--- config.mk ---
export PLATFORM = sky130hd
export DESIGN_NAME = tsc_top
export DESIGN_NICKNAME = d
export VERILOG_FILES = /design/src/rtl/tsc_pkg.sv /design/src/rtl/tsc_top.sv
export SDC_FILE = /design/constraint.sdc
export NUM_CORES = 1
export LEC_CHECK = 0
export ABC_CLOCK_PERIOD_IN_PS = 2720
export BUFFER_PORTS_ARGS = -buffer_cell sky130_fd_sc_hd__buf_4
export CAP_MARGIN = 20
export CORE_UTILIZATION = 50
export DETAILED_ROUTE_END_ITERATION = 8
export PLACE_DENSITY = 0.69
export SLEW_MARGIN = 20
export SYNTH_ARGS = -nofsm -noshare
export SYNTH_HDL_FRONTEND = slang
export SYNTH_SLANG_ARGS = --single-unit
--- constraint.sdc ---
create_clock -name clk_in -period 2.72 [get_ports clk_in]
set_input_delay 0.408 -clock clk_in [delete_from_list [all_inputs] [get_ports clk_in]]
set_output_delay 0.408 -clock clk_in [all_outputs]
set_load 0.02 [all_outputs]
--- src/rtl/tsc_pkg.sv ---
// package: register map, field layout and timing constants for the transmit source
// select and timer control block; assumes a byte-wide register port
package tsc_pkg;
    // register offsets
    localparam logic [7:0] ADDR_SRC_CTRL   = 8'h0b;
    localparam logic [7:0] ADDR_RELOAD_REQ = 8'h0c;
    localparam logic [7:0] ADDR_COUNT_GATE = 8'h0d;
    localparam logic [7:0] ADDR_CONTINUOUS = 8'h0e;
    localparam logic [7:0] ADDR_IVL_BASE   = 8'h10;
    localparam logic [7:0] ADDR_STATUS     = 8'h30;
    localparam logic [7:0] ADDR_CNT_SEL    = 8'h31;
    localparam logic [7:0] ADDR_CNT_LOW    = 8'h32;
    localparam logic [7:0] ADDR_CNT_HIGH   = 8'h33;
    // transmit_source_control fields
    localparam int SRC_LSB     = 0;
    localparam int SRC_MSB     = 2;
    localparam int POLY_BIT    = 3;
    localparam int MUTE_BIT    = 4;
    localparam int PULSE_LSB   = 5;
    localparam int PULSE_MSB   = 6;
    localparam logic [7:0] SRC_CTRL_MASK = 8'h7f;
    // source codes
    localparam logic [2:0] SRC_PULSE      = 3'h0;
    localparam logic [2:0] SRC_LOOP_SCR   = 3'h1;
    localparam logic [2:0] SRC_DATA_RAW   = 3'h2;
    localparam logic [2:0] SRC_ONES_SCR   = 3'h3;
    localparam logic [2:0] SRC_RESERVED   = 3'h4;
    localparam logic [2:0] SRC_DATA_SCR   = 3'h5;
    localparam logic [2:0] SRC_TWO_RAW    = 3'h6;
    localparam logic [2:0] SRC_TWO_ONES   = 3'h7;
    // timer bit positions
    localparam int NUM_TIMERS   = 8;
    localparam int NUM_BOOT     = 4;
    localparam int METER_BIT    = 4;
    // scrambler taps
    localparam int SCR_LEN      = 23;
    localparam int TAP_REMOTE   = 18;
    localparam int TAP_LOCAL    = 5;
    // symbol levels as signed 3-bit codes
    localparam logic [2:0] LVL_P3 = 3'h3;
    localparam logic [2:0] LVL_P1 = 3'h1;
    localparam logic [2:0] LVL_M1 = 3'h7;
    localparam logic [2:0] LVL_M3 = 3'h5;
    localparam logic [2:0] LVL_Z  = 3'h0;
    // timing: boot timers tick once per this many symbols
    localparam int BOOT_PRESCALE = 1024;
    localparam logic [9:0] PRESCALE_LAST = 10'h3ff;
endpackage : tsc_pkg

--- src/rtl/tsc_top.sv ---
// transmit source selection, scrambler and eight countdown timers
// assumes sym_en_in pulses once per symbol period on clk_in and the register
// port strobes are synchronous to clk_in
//
// Implementation choice: the address-and-strobe port.
`timescale 1ns/1ps
`default_nettype none

// Functional notes
// - isolated pulse level: 00=-3, 01=-1, 10=+3, 11=+1
// - mute bit forces transmitter output to zero
// - scrambler taps 23 and 18 when remote polynomial set, else 23 and 5
// - source modes act only while mute is clear
// - code 000 sends pulses at meter timer interval; software keeps it continuous
// - code 001 scrambles detector bits and sends four-level symbols
// - code 010 sends channel unit bits unscrambled, four-level
// - code 011 scrambles constant ones, four-level
// - code 101 scrambles channel unit bits, four-level; 100 reserved
// - code 110 forces magnitude zero, unscrambled sign, only +3/-3
// - code 111 scrambles ones once per symbol into sign, magnitude zero
// - timer control bits: 7 timer b, 6 timer a, 5 alarm, 4 meter, 3..0 boot
// - writing one to restart bit reloads timer from interval register
// - reload within one symbol, or 1024 symbols for boot timers
// - restart bit clears itself after reload
// - writing zero to pending restart cancels the reload
// - after reload, enabled timer counts down, else holds loaded value
// - set enable counts down from current value toward zero
// - counting begins within one symbol, or 1024 symbols for boot timers
// - clearing enable freezes the count
// - enable set then cleared before a tick causes no decrement
// - continuous timer reaching zero reloads and keeps counting
// - non-continuous timer reaching zero stops at zero
// - boot timer unit is 1024 symbols; others count single symbols
module tsc_top (
    input  wire logic       clk_in,
    input  wire logic       reset_in,
    input  wire logic       sym_en_in,
    input  wire logic [7:0] addr_in,
    input  wire logic [7:0] wdata_in,
    input  wire logic       wr_in,
    input  wire logic       rd_in,
    output logic      [7:0] rdata_out,
    input  wire logic       cu_sign_in,
    input  wire logic       cu_mag_in,
    input  wire logic       det_sign_in,
    input  wire logic       det_mag_in,
    output logic      [2:0] tx_level_out,
    output logic            tx_sign_out,
    output logic            tx_mag_out,
    output logic      [7:0] expired_out
);
    // registers
    logic [7:0]  src_ctrl;
    logic [7:0]  reload_req;
    logic [7:0]  count_gate;
    logic [7:0]  continuous;
    logic [7:0]  expired;
    logic [2:0]  cnt_sel;
    logic [15:0] interval [8];
    logic [15:0] count    [8];
    logic [9:0]  prescale;
    logic [22:0] scr;

    // field decode
    wire logic [2:0] src_code   = src_ctrl[tsc_pkg::SRC_MSB:tsc_pkg::SRC_LSB];
    wire logic       poly_sel   = src_ctrl[tsc_pkg::POLY_BIT];
    wire logic       mute       = src_ctrl[tsc_pkg::MUTE_BIT];
    wire logic [1:0] pulse_code = src_ctrl[tsc_pkg::PULSE_MSB:tsc_pkg::PULSE_LSB];

    wire logic wr_src   = wr_in && addr_in == tsc_pkg::ADDR_SRC_CTRL;
    wire logic wr_rel   = wr_in && addr_in == tsc_pkg::ADDR_RELOAD_REQ;
    wire logic wr_gate  = wr_in && addr_in == tsc_pkg::ADDR_COUNT_GATE;
    wire logic wr_cont  = wr_in && addr_in == tsc_pkg::ADDR_CONTINUOUS;
    wire logic wr_stat  = wr_in && addr_in == tsc_pkg::ADDR_STATUS;
    wire logic wr_sel   = wr_in && addr_in == tsc_pkg::ADDR_CNT_SEL;
    wire logic in_ivl   = addr_in >= tsc_pkg::ADDR_IVL_BASE &&
                          addr_in < tsc_pkg::ADDR_IVL_BASE + 8'h10;
    wire logic [7:0] ivl_off = addr_in - tsc_pkg::ADDR_IVL_BASE;
    wire logic [2:0] ivl_idx = ivl_off[3:1];

    // boot timers tick on the last symbol of each 1024-symbol group
    wire logic boot_tick = sym_en_in && prescale == tsc_pkg::PRESCALE_LAST;

    // per-timer tick: boot timers on boot_tick, the rest every symbol
    function automatic logic timer_tick(input int idx, input logic sym, input logic boot);
        timer_tick = (idx < tsc_pkg::NUM_BOOT) ? boot : sym;
    endfunction : timer_tick

    // scrambler feedback
    function automatic logic scr_fb(input logic [22:0] s, input logic remote);
        scr_fb = s[tsc_pkg::SCR_LEN-1] ^
                 (remote ? s[tsc_pkg::TAP_REMOTE-1] : s[tsc_pkg::TAP_LOCAL-1]);
    endfunction : scr_fb

    // symbol bits to signed level
    function automatic logic [2:0] quat_level(input logic sign, input logic mag);
        case ({sign, mag})
            2'b10:   quat_level = tsc_pkg::LVL_P3;
            2'b11:   quat_level = tsc_pkg::LVL_P1;
            2'b01:   quat_level = tsc_pkg::LVL_M1;
            default: quat_level = tsc_pkg::LVL_M3;
        endcase
    endfunction : quat_level

    // scrambler: sign and magnitude are scrambled serially, sign bit first
    wire logic use_det  = src_code == tsc_pkg::SRC_LOOP_SCR;
    wire logic ones_in  = src_code == tsc_pkg::SRC_ONES_SCR ||
                          src_code == tsc_pkg::SRC_TWO_ONES;
    wire logic two_lvl  = src_code == tsc_pkg::SRC_TWO_ONES;
    wire logic in_sign  = ones_in ? 1'b1 : (use_det ? det_sign_in : cu_sign_in);
    wire logic in_mag   = ones_in ? 1'b1 : (use_det ? det_mag_in : cu_mag_in);
    wire logic fb_a     = scr_fb(scr, poly_sel);
    wire logic s_sign   = in_sign ^ fb_a;
    wire logic [22:0] scr_a = {scr[21:0], s_sign};
    wire logic fb_b     = scr_fb(scr_a, poly_sel);
    wire logic s_mag    = in_mag ^ fb_b;
    wire logic [22:0] scr_b = {scr_a[21:0], s_mag};
    // two-level scrambled ones runs the scrambler once per symbol
    wire logic [22:0] next_scr = two_lvl ? scr_a : scr_b;

    // meter expiry paces the isolated pulse
    // a pending reload takes the tick, so no pulse then
    wire logic meter_fire = sym_en_in && count_gate[tsc_pkg::METER_BIT] &&
                            !reload_req[tsc_pkg::METER_BIT] &&
                            count[tsc_pkg::METER_BIT] == 16'h0001;

    // symbol selection
    logic [2:0] next_level;
    logic       next_sign;
    logic       next_mag;
    always_comb begin
        next_sign  = 1'b0;
        next_mag   = 1'b0;
        next_level = tsc_pkg::LVL_Z;
        case (src_code)
            tsc_pkg::SRC_PULSE: begin
                if (meter_fire) begin
                    case (pulse_code)
                        2'h0:    next_level = tsc_pkg::LVL_M3;
                        2'h1:    next_level = tsc_pkg::LVL_M1;
                        2'h2:    next_level = tsc_pkg::LVL_P3;
                        default: next_level = tsc_pkg::LVL_P1;
                    endcase
                end
            end
            tsc_pkg::SRC_LOOP_SCR, tsc_pkg::SRC_ONES_SCR, tsc_pkg::SRC_DATA_SCR: begin
                next_sign  = s_sign;
                next_mag   = s_mag;
                next_level = quat_level(s_sign, s_mag);
            end
            tsc_pkg::SRC_DATA_RAW: begin
                next_sign  = cu_sign_in;
                next_mag   = cu_mag_in;
                next_level = quat_level(cu_sign_in, cu_mag_in);
            end
            tsc_pkg::SRC_TWO_RAW: begin
                next_sign  = cu_sign_in;
                next_level = quat_level(cu_sign_in, 1'b0);
            end
            tsc_pkg::SRC_TWO_ONES: begin
                next_sign  = s_sign;
                next_level = quat_level(s_sign, 1'b0);
            end
            default: next_level = tsc_pkg::LVL_Z;
        endcase
        if (mute) begin
            next_level = tsc_pkg::LVL_Z;
            next_sign  = 1'b0;
            next_mag   = 1'b0;
        end
    end

    always_ff @(posedge clk_in) begin
        if (reset_in) begin
            tx_level_out <= tsc_pkg::LVL_Z;
            tx_sign_out  <= 1'b0;
            tx_mag_out   <= 1'b0;
            scr          <= '0;
            prescale     <= '0;
        end else if (sym_en_in) begin
            tx_level_out <= next_level;
            tx_sign_out  <= next_sign;
            tx_mag_out   <= next_mag;
            prescale     <= prescale + 10'h001;
            if (!mute && src_code != tsc_pkg::SRC_PULSE && src_code != tsc_pkg::SRC_DATA_RAW &&
                src_code != tsc_pkg::SRC_TWO_RAW && src_code != tsc_pkg::SRC_RESERVED)
                scr <= next_scr;
        end
    end

    // timers
    logic [7:0] tick_v;
    logic [7:0] reload_now;
    logic [7:0] dec_now;
    logic [7:0] zero_now;
    always_comb begin
        for (int i = 0; i < tsc_pkg::NUM_TIMERS; i++) begin
            tick_v[i]     = timer_tick(i, sym_en_in, boot_tick);
            reload_now[i] = tick_v[i] && reload_req[i];
            dec_now[i]    = tick_v[i] && !reload_req[i] && count_gate[i] &&
                            count[i] != 16'h0000;
            zero_now[i]   = dec_now[i] && count[i] == 16'h0001;
        end
    end

    always_ff @(posedge clk_in) begin
        if (reset_in) begin
            reload_req <= '0;
            count_gate <= '0;
            continuous <= '0;
            expired    <= '0;
            src_ctrl   <= '0;
            cnt_sel    <= '0;
            for (int i = 0; i < tsc_pkg::NUM_TIMERS; i++) begin
                interval[i] <= '0;
                count[i]    <= '0;
            end
        end else begin
            if (wr_src)
                src_ctrl <= wdata_in & tsc_pkg::SRC_CTRL_MASK;
            if (wr_gate)
                count_gate <= wdata_in;
            if (wr_cont)
                continuous <= wdata_in;
            if (wr_sel)
                cnt_sel <= wdata_in[2:0];
            // a write replaces pending requests; zero cancels, reload clears
            reload_req <= (wr_rel ? wdata_in : reload_req) & ~reload_now;
            // set wins over software clear (write one to clear)
            expired <= (wr_stat ? expired & ~wdata_in : expired) | zero_now;
            if (in_ivl && wr_in) begin
                if (ivl_off[0])
                    interval[ivl_idx][15:8] <= wdata_in;
                else
                    interval[ivl_idx][7:0] <= wdata_in;
            end
            for (int i = 0; i < tsc_pkg::NUM_TIMERS; i++) begin
                if (reload_now[i])
                    count[i] <= interval[i];
                else if (dec_now[i]) begin
                    if (zero_now[i] && continuous[i])
                        count[i] <= interval[i];
                    else
                        count[i] <= count[i] - 16'h0001;
                end
            end
        end
    end

    assign expired_out = expired;

    // read path: data valid the cycle after the read strobe
    logic [7:0] rd_mux;
    always_comb begin
        rd_mux = 8'h00;
        if (in_ivl)
            rd_mux = ivl_off[0] ? interval[ivl_idx][15:8] : interval[ivl_idx][7:0];
        else begin
            case (addr_in)
                tsc_pkg::ADDR_SRC_CTRL:   rd_mux = src_ctrl;
                tsc_pkg::ADDR_RELOAD_REQ: rd_mux = reload_req;
                tsc_pkg::ADDR_COUNT_GATE: rd_mux = count_gate;
                tsc_pkg::ADDR_CONTINUOUS: rd_mux = continuous;
                tsc_pkg::ADDR_STATUS:     rd_mux = expired;
                tsc_pkg::ADDR_CNT_SEL:    rd_mux = {5'h00, cnt_sel};
                tsc_pkg::ADDR_CNT_LOW:    rd_mux = count[cnt_sel][7:0];
                tsc_pkg::ADDR_CNT_HIGH:   rd_mux = count[cnt_sel][15:8];
                default:                  rd_mux = 8'h00;
            endcase
        end
    end

    always_ff @(posedge clk_in) begin
        if (reset_in)
            rdata_out <= 8'h00;
        else if (rd_in)
            rdata_out <= rd_mux;
        else
            rdata_out <= 8'h00;
    end

    // assertions
    property p_mute_zero;
        @(posedge clk_in) disable iff (reset_in)
        (mute && sym_en_in) |=> tx_level_out == tsc_pkg::LVL_Z;
    endproperty
    a_mute_zero: assert property (p_mute_zero) else $error("mute did not zero output");

    property p_reserved_zero;
        @(posedge clk_in) disable iff (reset_in)
        (sym_en_in && src_code == tsc_pkg::SRC_RESERVED) |=> tx_level_out == tsc_pkg::LVL_Z;
    endproperty
    a_reserved_zero: assert property (p_reserved_zero) else $error("reserved code not zero");

    property p_two_level;
        @(posedge clk_in) disable iff (reset_in)
        (sym_en_in && !mute && (src_code == tsc_pkg::SRC_TWO_RAW ||
         src_code == tsc_pkg::SRC_TWO_ONES)) |=> !tx_mag_out &&
        (tx_level_out == tsc_pkg::LVL_P3 || tx_level_out == tsc_pkg::LVL_M3);
    endproperty
    a_two_level: assert property (p_two_level) else $error("two-level mode gave other level");

    property p_raw_data;
        @(posedge clk_in) disable iff (reset_in)
        (sym_en_in && !mute && src_code == tsc_pkg::SRC_DATA_RAW) |=>
        tx_sign_out == $past(cu_sign_in) && tx_mag_out == $past(cu_mag_in);
    endproperty
    a_raw_data: assert property (p_raw_data) else $error("raw data not passed through");

    property p_pulse_level;
        @(posedge clk_in) disable iff (reset_in)
        (meter_fire && !mute && src_code == tsc_pkg::SRC_PULSE && pulse_code == 2'h2) |=>
        tx_level_out == tsc_pkg::LVL_P3;
    endproperty
    a_pulse_level: assert property (p_pulse_level) else $error("pulse level wrong");

    property p_reload_clears;
        @(posedge clk_in) disable iff (reset_in)
        (reload_req[tsc_pkg::METER_BIT] && sym_en_in && !wr_rel) |=>
        !reload_req[tsc_pkg::METER_BIT] && count[tsc_pkg::METER_BIT] == $past(interval[tsc_pkg::METER_BIT]);
    endproperty
    a_reload_clears: assert property (p_reload_clears) else $error("reload not done");

    property p_hold_disabled;
        @(posedge clk_in) disable iff (reset_in)
        (!count_gate[0] && !reload_req[0]) |=> count[0] == $past(count[0]);
    endproperty
    a_hold_disabled: assert property (p_hold_disabled) else $error("disabled timer moved");

    property p_stop_zero;
        @(posedge clk_in) disable iff (reset_in)
        (zero_now[6] && !continuous[6]) |=>
        count[6] == 16'h0000 ##1 (count[6] == 16'h0000 || $past(reload_now[6]));
    endproperty
    a_stop_zero: assert property (p_stop_zero) else $error("one-shot timer not at zero");

    property p_expired_set;
        @(posedge clk_in) disable iff (reset_in)
        zero_now[6] |=> expired[6];
    endproperty
    a_expired_set: assert property (p_expired_set) else $error("expiry not flagged");

    property p_boot_tick;
        @(posedge clk_in) disable iff (reset_in)
        (dec_now[0]) |-> boot_tick;
    endproperty
    a_boot_tick: assert property (p_boot_tick) else $error("boot timer off prescale");

endmodule : tsc_top

`default_nettype wire

# == Word level (Yosys, flattened, before mapping) ==
# Memories as Yosys holds them, arrays and structs flattened. A register that Yosys moved wholly into a read port is not among the register bits.
# Cells that the tools add are included.
# totals
in_bits,25
n_memories,2
ff_bits,88
wordCells,352
ram_bits,256
out_inout_bits,21
# op_classes
eq_ne,34
n_addsub,10
magnitude_cmp,2
bitwise_logic,34
muxes,167
reduce_logical,91
# mem_list
name,words,word_bits,rd,rd_clocked_by_memory_dff,wr,line,text
count,8,16,9,1,8,tsc_top.sv:60,logic [15:0] count [8];
interval,8,16,9,0,8,tsc_top.sv:59,logic [15:0] interval [8];
# ops
operator,n
two-way mux 16 bit,25
"== test 16 x 1 -> 1 bit, second input constant",8
nonzero test 16 bit,8
"subtractor 16 x 1 -> 16 bit, second input constant",8
two-way mux 1 bit,122
logical AND 1 bit,64
one-hot mux 8 bit (8 select lines),1
"== test 8 x 4 -> 1 bit, second input constant",4
"== test 8 x 6 -> 1 bit, second input constant",4
two-way mux 8 bit,4
one-hot mux 3 bit (3 select lines),3
OR 1 bit,24
two-way mux 23 bit,1
two-way mux 3 bit,7
AND 8 bit,2
NOT 8 bit,2
OR reduction 16 bit,1
one-hot mux 3 bit (5 select lines),1
"adder 10 x 1 -> 10 bit, second input constant",1
"== test 10 bit, second input constant",1
"== test 2 bit, second input constant",5
"== test 3 bit, second input constant",3
logical NOT 1 bit,9
">= comparator 8 x 5 -> 1 bit, second input constant",1
20 further kinds,29

# == Longest topological paths before layout ==
# Gate-level depths: netlist of the first run.
# logic_depth
ltp_word,14
mapped_depth,9
ltp_nobuf,7

# == Least setup slack after synthesis of the first run ==
# No wires, ideal clock.
# synth_timing
path_kind,register -> register
from,reg prescale[0]
to,mem count[1][0] (enable)
path_buffers,0
stages_incl_launch_ff,5
period_less_slack_ns,2.951
slack_ns,-0.231
arrival_ns,2.540
required_ns,2.309
setup_ns,0.411
path_cell_list,dfxtp_1 ha_1 nand4_4 or4_1 o21ai_0
# synth_rtl
item,line,text
start: declaration,tsc_top.sv:61,logic [9:0] prescale;
start signal: assignment,tsc_top.sv:184,prescale <= prescale + 10'h001;
end: declaration,tsc_top.sv:60,

==> results.sh, run 1 <==
export IMPL_area_growth_syn_to_layout_pct=14.67
export IMPL_finalWeightedCongestion=1.010
export IMPL_fp_dieW_microns=201.9
export IMPL_dr_pass1_iters=6
export IMPL_clkTransAtPathRegs_ps=60
export IMPL_drv_cap=0
export IMPL_area_sequential_sq_um=9509
export IMPL_start_util_pct=51.22
export IMPL_port_buffers=45
export IMPL_synth_seq_cells=347
export IMPL_synth_distinct_cells=80
export IMPL_clk_insertion_delay_late_ps=580
export IMPL_grt_max_degree=50
export IMPL_arrival_ps=2910
export IMPL_multiInputGateArea_sq_um=9837
export IMPL_grt_pass1_wl_mm=100.5
export IMPL_worstSetupPathType="reg2reg"
export IMPL_final_hold_viol_count=0
export IMPL_syn_area_per_cell_sq_um=11.14
export IMPL_required_ps=3010
export IMPL_vias=15960
export IMPL_fin_crit_sh_pct=96.27
export IMPL_max_slew_worst_pin_slew_ps=807.8
export IMPL_ctsHoldBuffers=0
export IMPL_slew_violations=0
export IMPL_first_global_vias=15050
export IMPL_drt_iter0_markers=2322
export IMPL_whs_endpoint="tx_mag_out$_SDFFE_PP0P_"
export IMPL_vias_per_cell=6.510
export IMPL_routedWlPerCell_microns=28.07
export IMPL_finalSetupViolCount=0
export IMPL_post_place_ws_ps=171.9
export IMPL_ir_drop_v=0.0005150
export IMPL_synth_edf_count=256
export IMPL_fmax_mhz=381.9
export IMPL_power_density_nw_per_um2=552.9
export IMPL_dpl_hpwl_mm=51.30
export IMPL_wirelength_mm=68.83
export IMPL_r2r_end="count[4][2]$_SDFFCE_PN0P_"
export IMPL_cts_root_buf="clkbuf_16"
export IMPL_drt_antenna_violating_nets=0
export IMPL_hp_start="cu_mag_in"
export IMPL_syn_nets=1843
export IMPL_path_max_fanout=30
export IMPL_fin_nets=1953
export IMPL_netlist_area_sq_um=19980
export IMPL_core_sq_um=39010
export IMPL_hold_depth=3
export IMPL_ios=46
export IMPL_yosysWarnings=0
export IMPL_status="completed"
export IMPL_layout_drive_gt1_share_pct=19.31
export IMPL_relSlewSlack_pct=45.89
export IMPL_fin_crit_ps=2619
export IMPL_setup_slack_ps=101.4
export IMPL_rr_startpoint="count[4][5]$_SDFFCE_PN0P_"
export IMPL_n_fill_cell=3223
export IMPL_endpoint_kind="flop"
export IMPL_overflow=0
export IMPL_antenna_found_initial=8
export IMPL_die_h_microns=201.9
export IMPL_hp_class="in2reg"
export IMPL_r2r_cells=6
export IMPL_r2r_setup_slack_ps=100
export IMPL_fin_setup_tns_ps=0
export IMPL_ys_async_sr_fraction_pct=0
export IMPL_dieArea_sq_um=40760
export IMPL_rsz0062_at_grt="no"
export IMPL_syn_instance_count=1794
export IMPL_cts_path_max_buffers=3
export IMPL_synthFlopType="edfxtp_1"
export IMPL_h_tree_depth=2
export IMPL_startpoint_type="flop"
export IMPL_cts_buffers=41
export IMPL_track_usage_pct=33.97
export IMPL_rows=72
export IMPL_cts_tree="built"
export IMPL_synth_seq_area_share_pct=47.60
export IMPL_p_leak_nw=7.849
export IMPL_fin_skew_ps=21.82
export IMPL_drc=0
export IMPL_cts_sinks=347
-- cells by family after synthesis --
| kind of cell | count (synthesis) | synth area share (%) |
|---|---|---|
| AOI/OAI and AO/OA | 279 | 10.11 |
| xor gates and xnor gates | 118 | 5.242 |
| adders and majority gates | 24 | 1.503 |
| buffers and inverters | 154 | 3.338 |
| DFF | 347 | 47.60 |
| muxes | 195 | 13.38 |
| and+or+nand+nor | 677 | 18.82 |
-- worst max-delay path, stage by stage, from the launching register on --
cell	delay, ps
edfxtp_1	520
nor4_1	480
nand4b_1	410
o31a_1	460
buf_4	250
nor2_1	140
a211oi_1	70
-- state kept, by name (all words and copies together), names as in the netlist, named ones only --
signal	cells
interval	128
src_ctrl	7
count	128
continuous	8
reload_req	8
expired_out	8
tx_mag_out	1
tx_sign_out	1
rdata_out	8
tx_level_out	3
cnt_sel	3
prescale	10
count_gate	8
scr	23
-- metal layers --
layer / wire [microns] / track usage (%) / up-vias
li1: - / - / 6952
met1: 27710 / 48.28 / 7903
met2: 30180 / 50.63 / 963
met4: 2856 / 14.02 / 0
met3: 8077 / 6.820 / 145
met5: 0 / 0 / -
-- cells in the mapped netlist, types with 10 or more instances --
cell       count  area, sq um
edfxtp_1     256         7687
nor2_1       195        732.0
and2_1       130        813.3
mux2i_1      122         1221
dfxtp_1       91         1822
nand2_1       80        300.3
clkbuf_1      73        274.0
xnor2_1       65        569.3
mux4_2        56         1261
a211oi_1      53        397.9
xor2_1        52        455.4
o21ai_0       48        240.2
nand3_1       45        225.2
a21oi_1       43        215.2
inv_1         43        161.4
nor4_1        34        212.7
nor3_1        28        140.1
nand2b_1      26        162.7
ha_1          24        300.3
o2bb2ai_1     18        157.7
buf_2         17        85.08
mux2_2        17        191.4
or3_1         17        106.4
a31oi_1       16        100.1
or4_1         14        105.1
a311oi_1      13        113.9
a221oi_1      11        96.34
buf_1         11        41.29
nor2_2        11        68.82
nor2b_1       11        68.82
nor3b_1       10        75.07
nor4_2        10        125.1
-- worst max path at each step --
| stage | to | from | slack (ps) | depth (start not counted) |
|---|---|---|---|---|
| finish | count[4][2]$_SDFFCE_PN0P_ | count[4][5]$_SDFFCE_PN0P_ | 100 | 6 |
| global route | count[4][15]$_SDFFCE_PN0P_ | count[4][5]$_SDFFCE_PN0P_ | 30 | 6 |
| CTS | count[4][2]$_SDFFCE_PN0P_ | count[4][5]$_SDFFCE_PN0P_ | 160 | 6 |
| detailed placement | count[3][7]$_SDFFCE_PN0P_ | prescale[0]$_SDFFE_PP0P_ | 170 | 7 |
| global placement | count[2][6]$_SDFFCE_PN0P_ | prescale[0]$_SDFFE_PP0P_ | 230 | 7 |
| floorplan | count[5][0]$_DFFE_PP_ | count[5][0]$_DFFE_PP_ | 110 | 6 |
-- layout make-up --
class                           count  share of cell area, %
Timing Repair Buffer              178                  6.341
Clock inverter                     21                 0.9394
Clock buffer                       50                  4.719
Multi-Input combinational cell   1293                  42.94
Inverter                           43                 0.7045
Tap cell                          518                  2.829
Antenna cell                        2                0.02185
Sequential cell                   347                  41.51
-- through the flow --
step                      util (%)  hold WS [ps]  cells  power (mW)  cell area [sq um]
final                        58.73         198.7   2452       12.67              22910
after global routing         58.72         249.9   2450       12.99              22900
after CTS                    58.70         168.4   2450       12.69              22900
after detailed placement     55.37         475.6   2379       7.273              21600
after global placement       55.37         468.0   2379       7.255              21600
after floorplan                  -         448.1   1794       6.719              19980
-- power by group --
| group | leakage [nW] | switching, mW | internal [mW] |
|---|---|---|---|
| Clock | 0.638 | 2.26 | 3.20 |
| Combinational | 4.00 | 0.612 | 0.396 |
| Sequential | 3.21 | 0.312 | 5.88 |
| Total | 7.85 | 3.18 | 9.48 |
-- timing repair --
item / 4_1_cts / 5_1_grt
setup endpoints to repair: 0 / 10
setup buffers: 0 / 0
gates resized for setup: 0 / 2
-- cells in the final DEF, fill, tap and decap left out, drive strengths merged, types with 50 or more instances in the layout --
cell type,instances
mux2i,122
xnor2,65
o21ai,51
a211oi,53
buf,178
edfxtp,256
clkbuf,50
nor2,206
nand2,80
mux4,56
dfxtp,91
nor4,50
xor2,52
and2,130
Power figures use the tool's default switching activity.
==> run 2: changes to the inputs <==
Settings changed: ABC_CLOCK_PERIOD_IN_PS 2720 to 2500, PLACE_DENSITY 0.69 to 0.66.
Clock period 2.72 ns to 2.5 ns, I/O delays scaled along.
==> run 2 against run 1 <==
Compared with the run above: the flow now finishes with violations (negative setup slack); routed wire length rose by 2.0%; count of clock-buffer cells in the layout up 2; fmax increased by 3.8%; clock skew is 2.8 ps lower; register-to-register slack lost 120 ps; utilization increased by 1.4 points; combinational power increased by 21%; sequential power rose by 8.1%; clock power is 7.1% higher; via count increased by 1.6%; critical endpoint is now rdata_out[6]$_SDFF_PP0_; highest routed layer is now met5.
==> results.sh, run 2 (synthesis gave the netlist of run 1 again) <==
export IMPL_path_max_fanout=16
export IMPL_h_tree_depth=2
export IMPL_required_ps=2920
export IMPL_relSlewSlack_pct=50.02
export IMPL_antenna_found_initial=5
export IMPL_clkPwrFrac_pct=42.5
export IMPL_max_slew_worst_pin_slew_ps=742.9
export IMPL_endpoint_kind="flop"
export IMPL_drv_cap=0
export IMPL_worstSetupPathType="reg2reg"
export IMPL_overflow=0
export IMPL_startpoint_type="flop"
export IMPL_dr_wl_met2_mm=29.94
export IMPL_fin_skew_ps=19.05
export IMPL_highest_layer="met5"
export IMPL_grt_pass1_wl_mm=101.9
export IMPL_cts_root_buf="clkbuf_16"
export IMPL_top_regs="count: 128 flops, interval: 128 flops, scr: 23 flops"
export IMPL_seqPwrFrac_pct=48.7
export IMPL_total_power_mw=13.77
export IMPL_n_fill_cell=3185
export IMPL_violations="negative setup slack"
export IMPL_hp_class="in2reg"
export IMPL_die_h_microns=201.9
export IMPL_routedWlPerCell_microns=27.95
export IMPL_start_util_pct=51.22
export IMPL_port_buffers=45
export IMPL_dr_pass1_iters=6
export IMPL_p_leak_nw=8.166
export IMPL_finalWeightedCongestion=1.064
export IMPL_drc=0
export IMPL_wl_met1_mm=29.05
export IMPL_clkTransAtPathRegs_ps=60
export IMPL_vias_per_cell=6.456
export IMPL_ctsHoldBuffers=0
export IMPL_setup_slack_ps=-21.86
export IMPL_layout_drive_gt1_share_pct=21.94
export IMPL_fin_crit_ps=2522
export IMPL_mostFrequentLayoutCell="edfxtp_1"
export IMPL_finalSetupViolCount=1
export IMPL_arrival_ps=2950
export IMPL_fin_crit_sh_pct=100.9
export IMPL_clk_insertion_delay_late_ps=570
export IMPL_wl_met3_mm=8.211
export IMPL_dpl_hpwl_mm=52.82
export IMPL_p_sw_mw=3.472
export IMPL_cts_buffers=40
export IMPL_status="complete, but fails checks"
export IMPL_first_global_vias=15130
export IMPL_track_usage_pct=34.64
export IMPL_fmax_mhz=396.5
export IMPL_final_cell_mix="edfxtp_1, buf_4, nor2_1"
export IMPL_comb_power_share_pct=8.9
export IMPL_ios=46
export IMPL_switching_share_pct=25.21
export IMPL_dieArea_sq_um=40760
export IMPL_cts_tree="built"
export IMPL_fin_nets=2011
export IMPL_slew_violations=0
export IMPL_wirelength_mm=70.22
export IMPL_power_density_nw_per_um2=587.0
export IMPL_cts_sinks=347
export IMPL_rows=72
export IMPL_vias=16220
export IMPL_grt_max_degree=50
export IMPL_core_sq_um=39010
export IMPL_drt_iter0_markers=2287
export IMPL_area_growth_syn_to_layout_pct=17.44
export IMPL_final_hold_viol_count=0
export IMPL_fin_util_pct=60.15
export IMPL_internal_power_mw=10.30
export IMPL_fin_cells=2512
export IMPL_fp_dieW_microns=201.9
export IMPL_placedCellCount=2437
export IMPL_cts_path_max_buffers=3
export IMPL_drt_antenna_violating_nets=0
export IMPL_ir_drop_v=0.0005859
[run 2: critical path: stages (launching register included)]
cell	delay, ps
dfxtp_1	360
buf_12	200
mux4_2	590
mux2_2	300
a221oi_1	610
buf_4	220
a31oi_1	90
[run 2: power by group through the flow]
stage	combinational [mW]	sequential, mW	clock, mW
floorplan	0.655	6.66	0
global placement	1.17	6.80	0
detailed placement	1.18	6.80	0
CTS	1.19	6.68	5.89
global route	1.28	6.71	6.08
finish	1.22	6.70	5.85
[run 2: path summary, 6_finish.rpt]
check / slack, ps / to / depth (start not counted) / from
worst max-delay path: -20 / rdata_out[6]$_SDFF_PP0_ / 6 / flop
worst min-delay path: 160 / tx_mag_out$_SDFFE_PP0P_ / 3 / cu_mag_in
worst max register to register: -20 / rdata_out[6]$_SDFF_PP0_ / 6 / flop
worst min register to register: 480 / scr[1]$_SDFFE_PP0P_ / 2 / scr[1]$_SDFFE_PP0P_
[run 2: per-stage QoR]
step / worst slack (ps) / hold slack (ps) / cell area, sq um / setup TNS [ps]
finish: -21.86 / 164.0 / 23460 / -21.86
global route: -29.34 / 191.0 / 23460 / -177.2
CTS: 53.87 / 150.2 / 23380 / 0
detailed placement: 104.7 / 473.0 / 22100 / 0
global placement: 101.2 / 466.7 / 22100 / 0
floorplan: -12.01 / 448.1 / 19980 / -288.2
[run 2: repair_timing]
action                                  4_1_cts  5_1_grt
resized for setup                             0       11
endpoints found under the setup margin        0       37
buffers inserted                              0        1
[run 2: layer usage]
metal / vias up / global-route usage, %
li1: 7058 / -
met1: 7923 / 50.21
met2: 1075 / 50.42
met3: 160 / 6.804
met4: 2 / 14.75
met5: - / 0
[run 2: area by class of cell]
| cell class | count | area, sq um | share of cell area, % |
|---|---|---|---|
| clock buffer | 52 | 1100 | 4.687 |
| antenna | 2 | 5.005 | 0.02133 |
| multi-input combinational | 1293 | 9898 | 42.19 |
| inverter | 43 | 161.4 | 0.6879 |
| timing repair buffer | 237 | 1958 | 8.346 |
| clock inverter | 20 | 182.7 | 0.7786 |
| tap | 518 | 648.1 | 2.762 |
| sequential | 347 | 9509 | 40.53 |
==> run 3: changes to the inputs <==
Settings changed: ABC_AREA from default to 1.
==> run 3 against run 2 <==
Compared with the run above: the flow now finishes without violations; worst hold slack got worse by 42 ps; sequential power fell by 1%; global-route usage fell by 0.57 points; design area fell by 3.3%; die area fell by 0.22%; critical path type unchanged; largest cell class is now sequential cells.
==> results.sh, run 3 <==
export IMPL_relSlewSlack_pct=23.96
export IMPL_core_sq_um=39010
export IMPL_crit_path_frequent_cell="nor2_1"
export IMPL_cts_sinks=347
export IMPL_netlist_area_sq_um=19930
export IMPL_syn_instance_count=2606
export IMPL_setup_slack_ps=167.3
export IMPL_first_global_vias=17190
export IMPL_cp_buffers_inverters=2
export IMPL_max_slew_worst_pin_slew_ps=1136
export IMPL_ios=46
export IMPL_drc=0
export IMPL_fin_crit_sh_pct=93.31
export IMPL_slowest_stage="edfxtp_1"
export IMPL_mostFrequentLayoutCell="nor2_1"
export IMPL_drt_iter0_markers=2298
export IMPL_cpLargestDelayFamily="simple AND/OR/NAND/NOR gates"
export IMPL_syn_area_per_cell_sq_um=7.649
export IMPL_layout_drive_gt1_share_pct=8.948
export IMPL_p_leak_nw=9.320
export IMPL_startpoint_type="flop"
export IMPL_final_hold_viol_count=0
export IMPL_fin_crit_ps=2333
export IMPL_routedWlPerCell_microns=21.35
export IMPL_drt_antenna_violating_nets=0
export IMPL_top_regs="count: 128 flops, interval: 128 flops, scr: 23 flops"
export IMPL_cts_buffers=40
export IMPL_n_fill_cell=3663
export IMPL_dpl_hpwl_mm=51.93
export IMPL_post_place_ws_ps=123.9
export IMPL_clkTransAtPathRegs_ps=60
export IMPL_grt_pass1_wl_mm=103.9
export IMPL_synth_distinct_cells=48
export IMPL_yosysTopAreaCell="edfxtp_1"
export IMPL_final_cell_mix="nor2_1, nand2_1, inv_1"
export IMPL_fin_setup_tns_ps=0
export IMPL_yosysWarnings=0
export IMPL_total_power_mw=13.53
export IMPL_cts_tree="built"
export IMPL_synthTopCellsByCount="nor2_1, nand2_1, inv_1"
export IMPL_clk_insertion_delay_late_ps=560
export IMPL_path_max_fanout=19
export IMPL_finalWeightedCongestion=1.076
export IMPL_die_h_microns=201.7
export IMPL_start_util_pct=51.10
export IMPL_status="completed"
export IMPL_cts_root_buf="clkbuf_16"
export IMPL_grt_max_degree=76
export IMPL_fp_dieW_microns=201.7
export IMPL_track_usage_pct=34.07
export IMPL_slowest_delay_ps=420
export IMPL_synth_edf_count=256
export IMPL_ys_async_sr_fraction_pct=0
export IMPL_synth_seq_area_share_pct=47.70
export IMPL_endpoint_kind="flop"
export IMPL_arrival_ps=2640
export IMPL_yosysMostFrequentCell="nor2_1"
export IMPL_fin_nets=2747
export IMPL_rsz0062_at_grt="no"
export IMPL_antenna_found_initial=2
export IMPL_dieArea_sq_um=40670
export IMPL_dr_pass1_iters=7
export IMPL_h_tree_depth=2
export IMPL_drv_cap=0
export IMPL_worstSetupPathType="reg2reg"
export IMPL_synth_seq_cells=347
export IMPL_cts_path_max_buffers=3
export IMPL_power_density_nw_per_um2=595.9
export IMPL_yosysTopAreaCellShare_pct=38.56
export IMPL_cts_setup_buffers=0
export IMPL_fin_skew_ps=13.98
export IMPL_area_growth_syn_to_layout_pct=13.87
export IMPL_path_cells="inv_1 -> ha_1 -> nand2_1 -> nor2_1 -> nand2_1 -> nor2_1 -> nand2_1 -> nand4_2 -> nor2_1 -> buf_4 -> o21ai_0 -> nor2_1"
export IMPL_ir_drop_v=0.0005603
export IMPL_synthFlopType="edfxtp_1"
export IMPL_whs_ps=122.3
export IMPL_vias=18750
export IMPL_slew_violations=0
export IMPL_fin_util_pct=58.19
export IMPL_rows=72
export IMPL_wirelength_mm=69.30
export IMPL_overflow=0
export IMPL_synth_area_leaders="edfxtp_1, nor2_1, dfxtp_1, nand2_1, o21ai_0"
export IMPL_hp_class="in2reg"
export IMPL_fmax_mhz=428.7
export IMPL_port_buffers=45
export IMPL_vias_per_cell=5.777
export IMPL_finalSetupViolCount=0
export IMPL_required_ps=2810
export IMPL_syn_nets=2655
==> run 3: cell types whose count changed after synthesis, moves of 56 or more <==
cell     previous run  this run
o21ai_0            48       241
a21oi_1            43       157
and2_1            130         2
mux2i_1           122         0
nor2_1            195       520
nand2_1            80       477
inv_1              43       283
mux4_2             56         0
nand3_1            45       186
==> run 3: cell families after synthesis <==
family                   after synthesis  synth area share, %
adder cells (fa/ha/maj)               24                1.506
AND/OR/NAND/NOR                     1269                26.34
flip-flops                           347                47.70
AO/OA/AOI/OAI                        489                13.34
buffers and inverters                401                7.764
XOR/XNOR                              76                3.339
==> run 3: path summary, 6_finish.rpt <==
path,from,to,slack [ps],cells past startpoint
max,count[1][0]$_SDFFCE_PN0P_,count[1][13]$_SDFFCE_PN0P_,170,12
min,wdata_in[7],continuous[7]$_SDFFE_PP0P_,120,3
max reg2reg,count[1][0]$_SDFFCE_PN0P_,count[1][13]$_SDFFCE_PN0P_,170,12
min reg2reg,tx_level_out[0]$_SDFFE_PP0P_,tx_level_out[0]$_SDFFE_PP0P_,470,2
==> run 3: tightest hold or removal path, cell delays in order <==
cell and delay, ps:
buf_4 120, nand3_1 70, a21oi_1 60
==> run 3: cell type report <==
cell class,instances,area (sq um),area share (%)
timing repair buffer,152,1229,5.413
clock buffer,52,1081,4.763
multi-input combinational,1858,8904,39.23
sequential,347,9510,41.90
clock inverter,19,200.2,0.8820
inverter,299,1124,4.950
antenna,1,2.502,0.01102
tap,518,648.1,2.855
==> run 3: where the power goes <==
part | internal [mW] | total (mW) | switching, mW
clock | 3.46 | 5.86 | 2.40
combinational | 0.296 | 1.04 | 0.748
sequential | 6.40 | 6.62 | 0.218
==> run 3: layer usage <==
| layer | vias up | wire length, microns | GRT usage (%) |
|---|---|---|---|
| met5 | - | 0 | 0 |
| met4 | 0 | 3861 | 16.48 |
| met3 | 212 | 6999 | 6.738 |
| met2 | 997 | 30730 | 53.18 |
| met1 | 8715 | 27720 | 45.35 |
| li1 | 8827 | - | - |
==> run 3: through the flow <==
step / std cells / area [sq um]
after global routing: 3245 / 22700
final: 3246 / 22700
after CTS: 3245 / 22670
after floorplan: 2606 / 19930
after detailed placement: 3174 / 21390
after global placement: 3174 / 21390
==> run 3: what timing repair did <==
item / 4_1_cts / 5_1_grt
gates resized for setup: 0 / 6
endpoints found under the setup margin: 0 / 26
hold buffers: 0 / 0
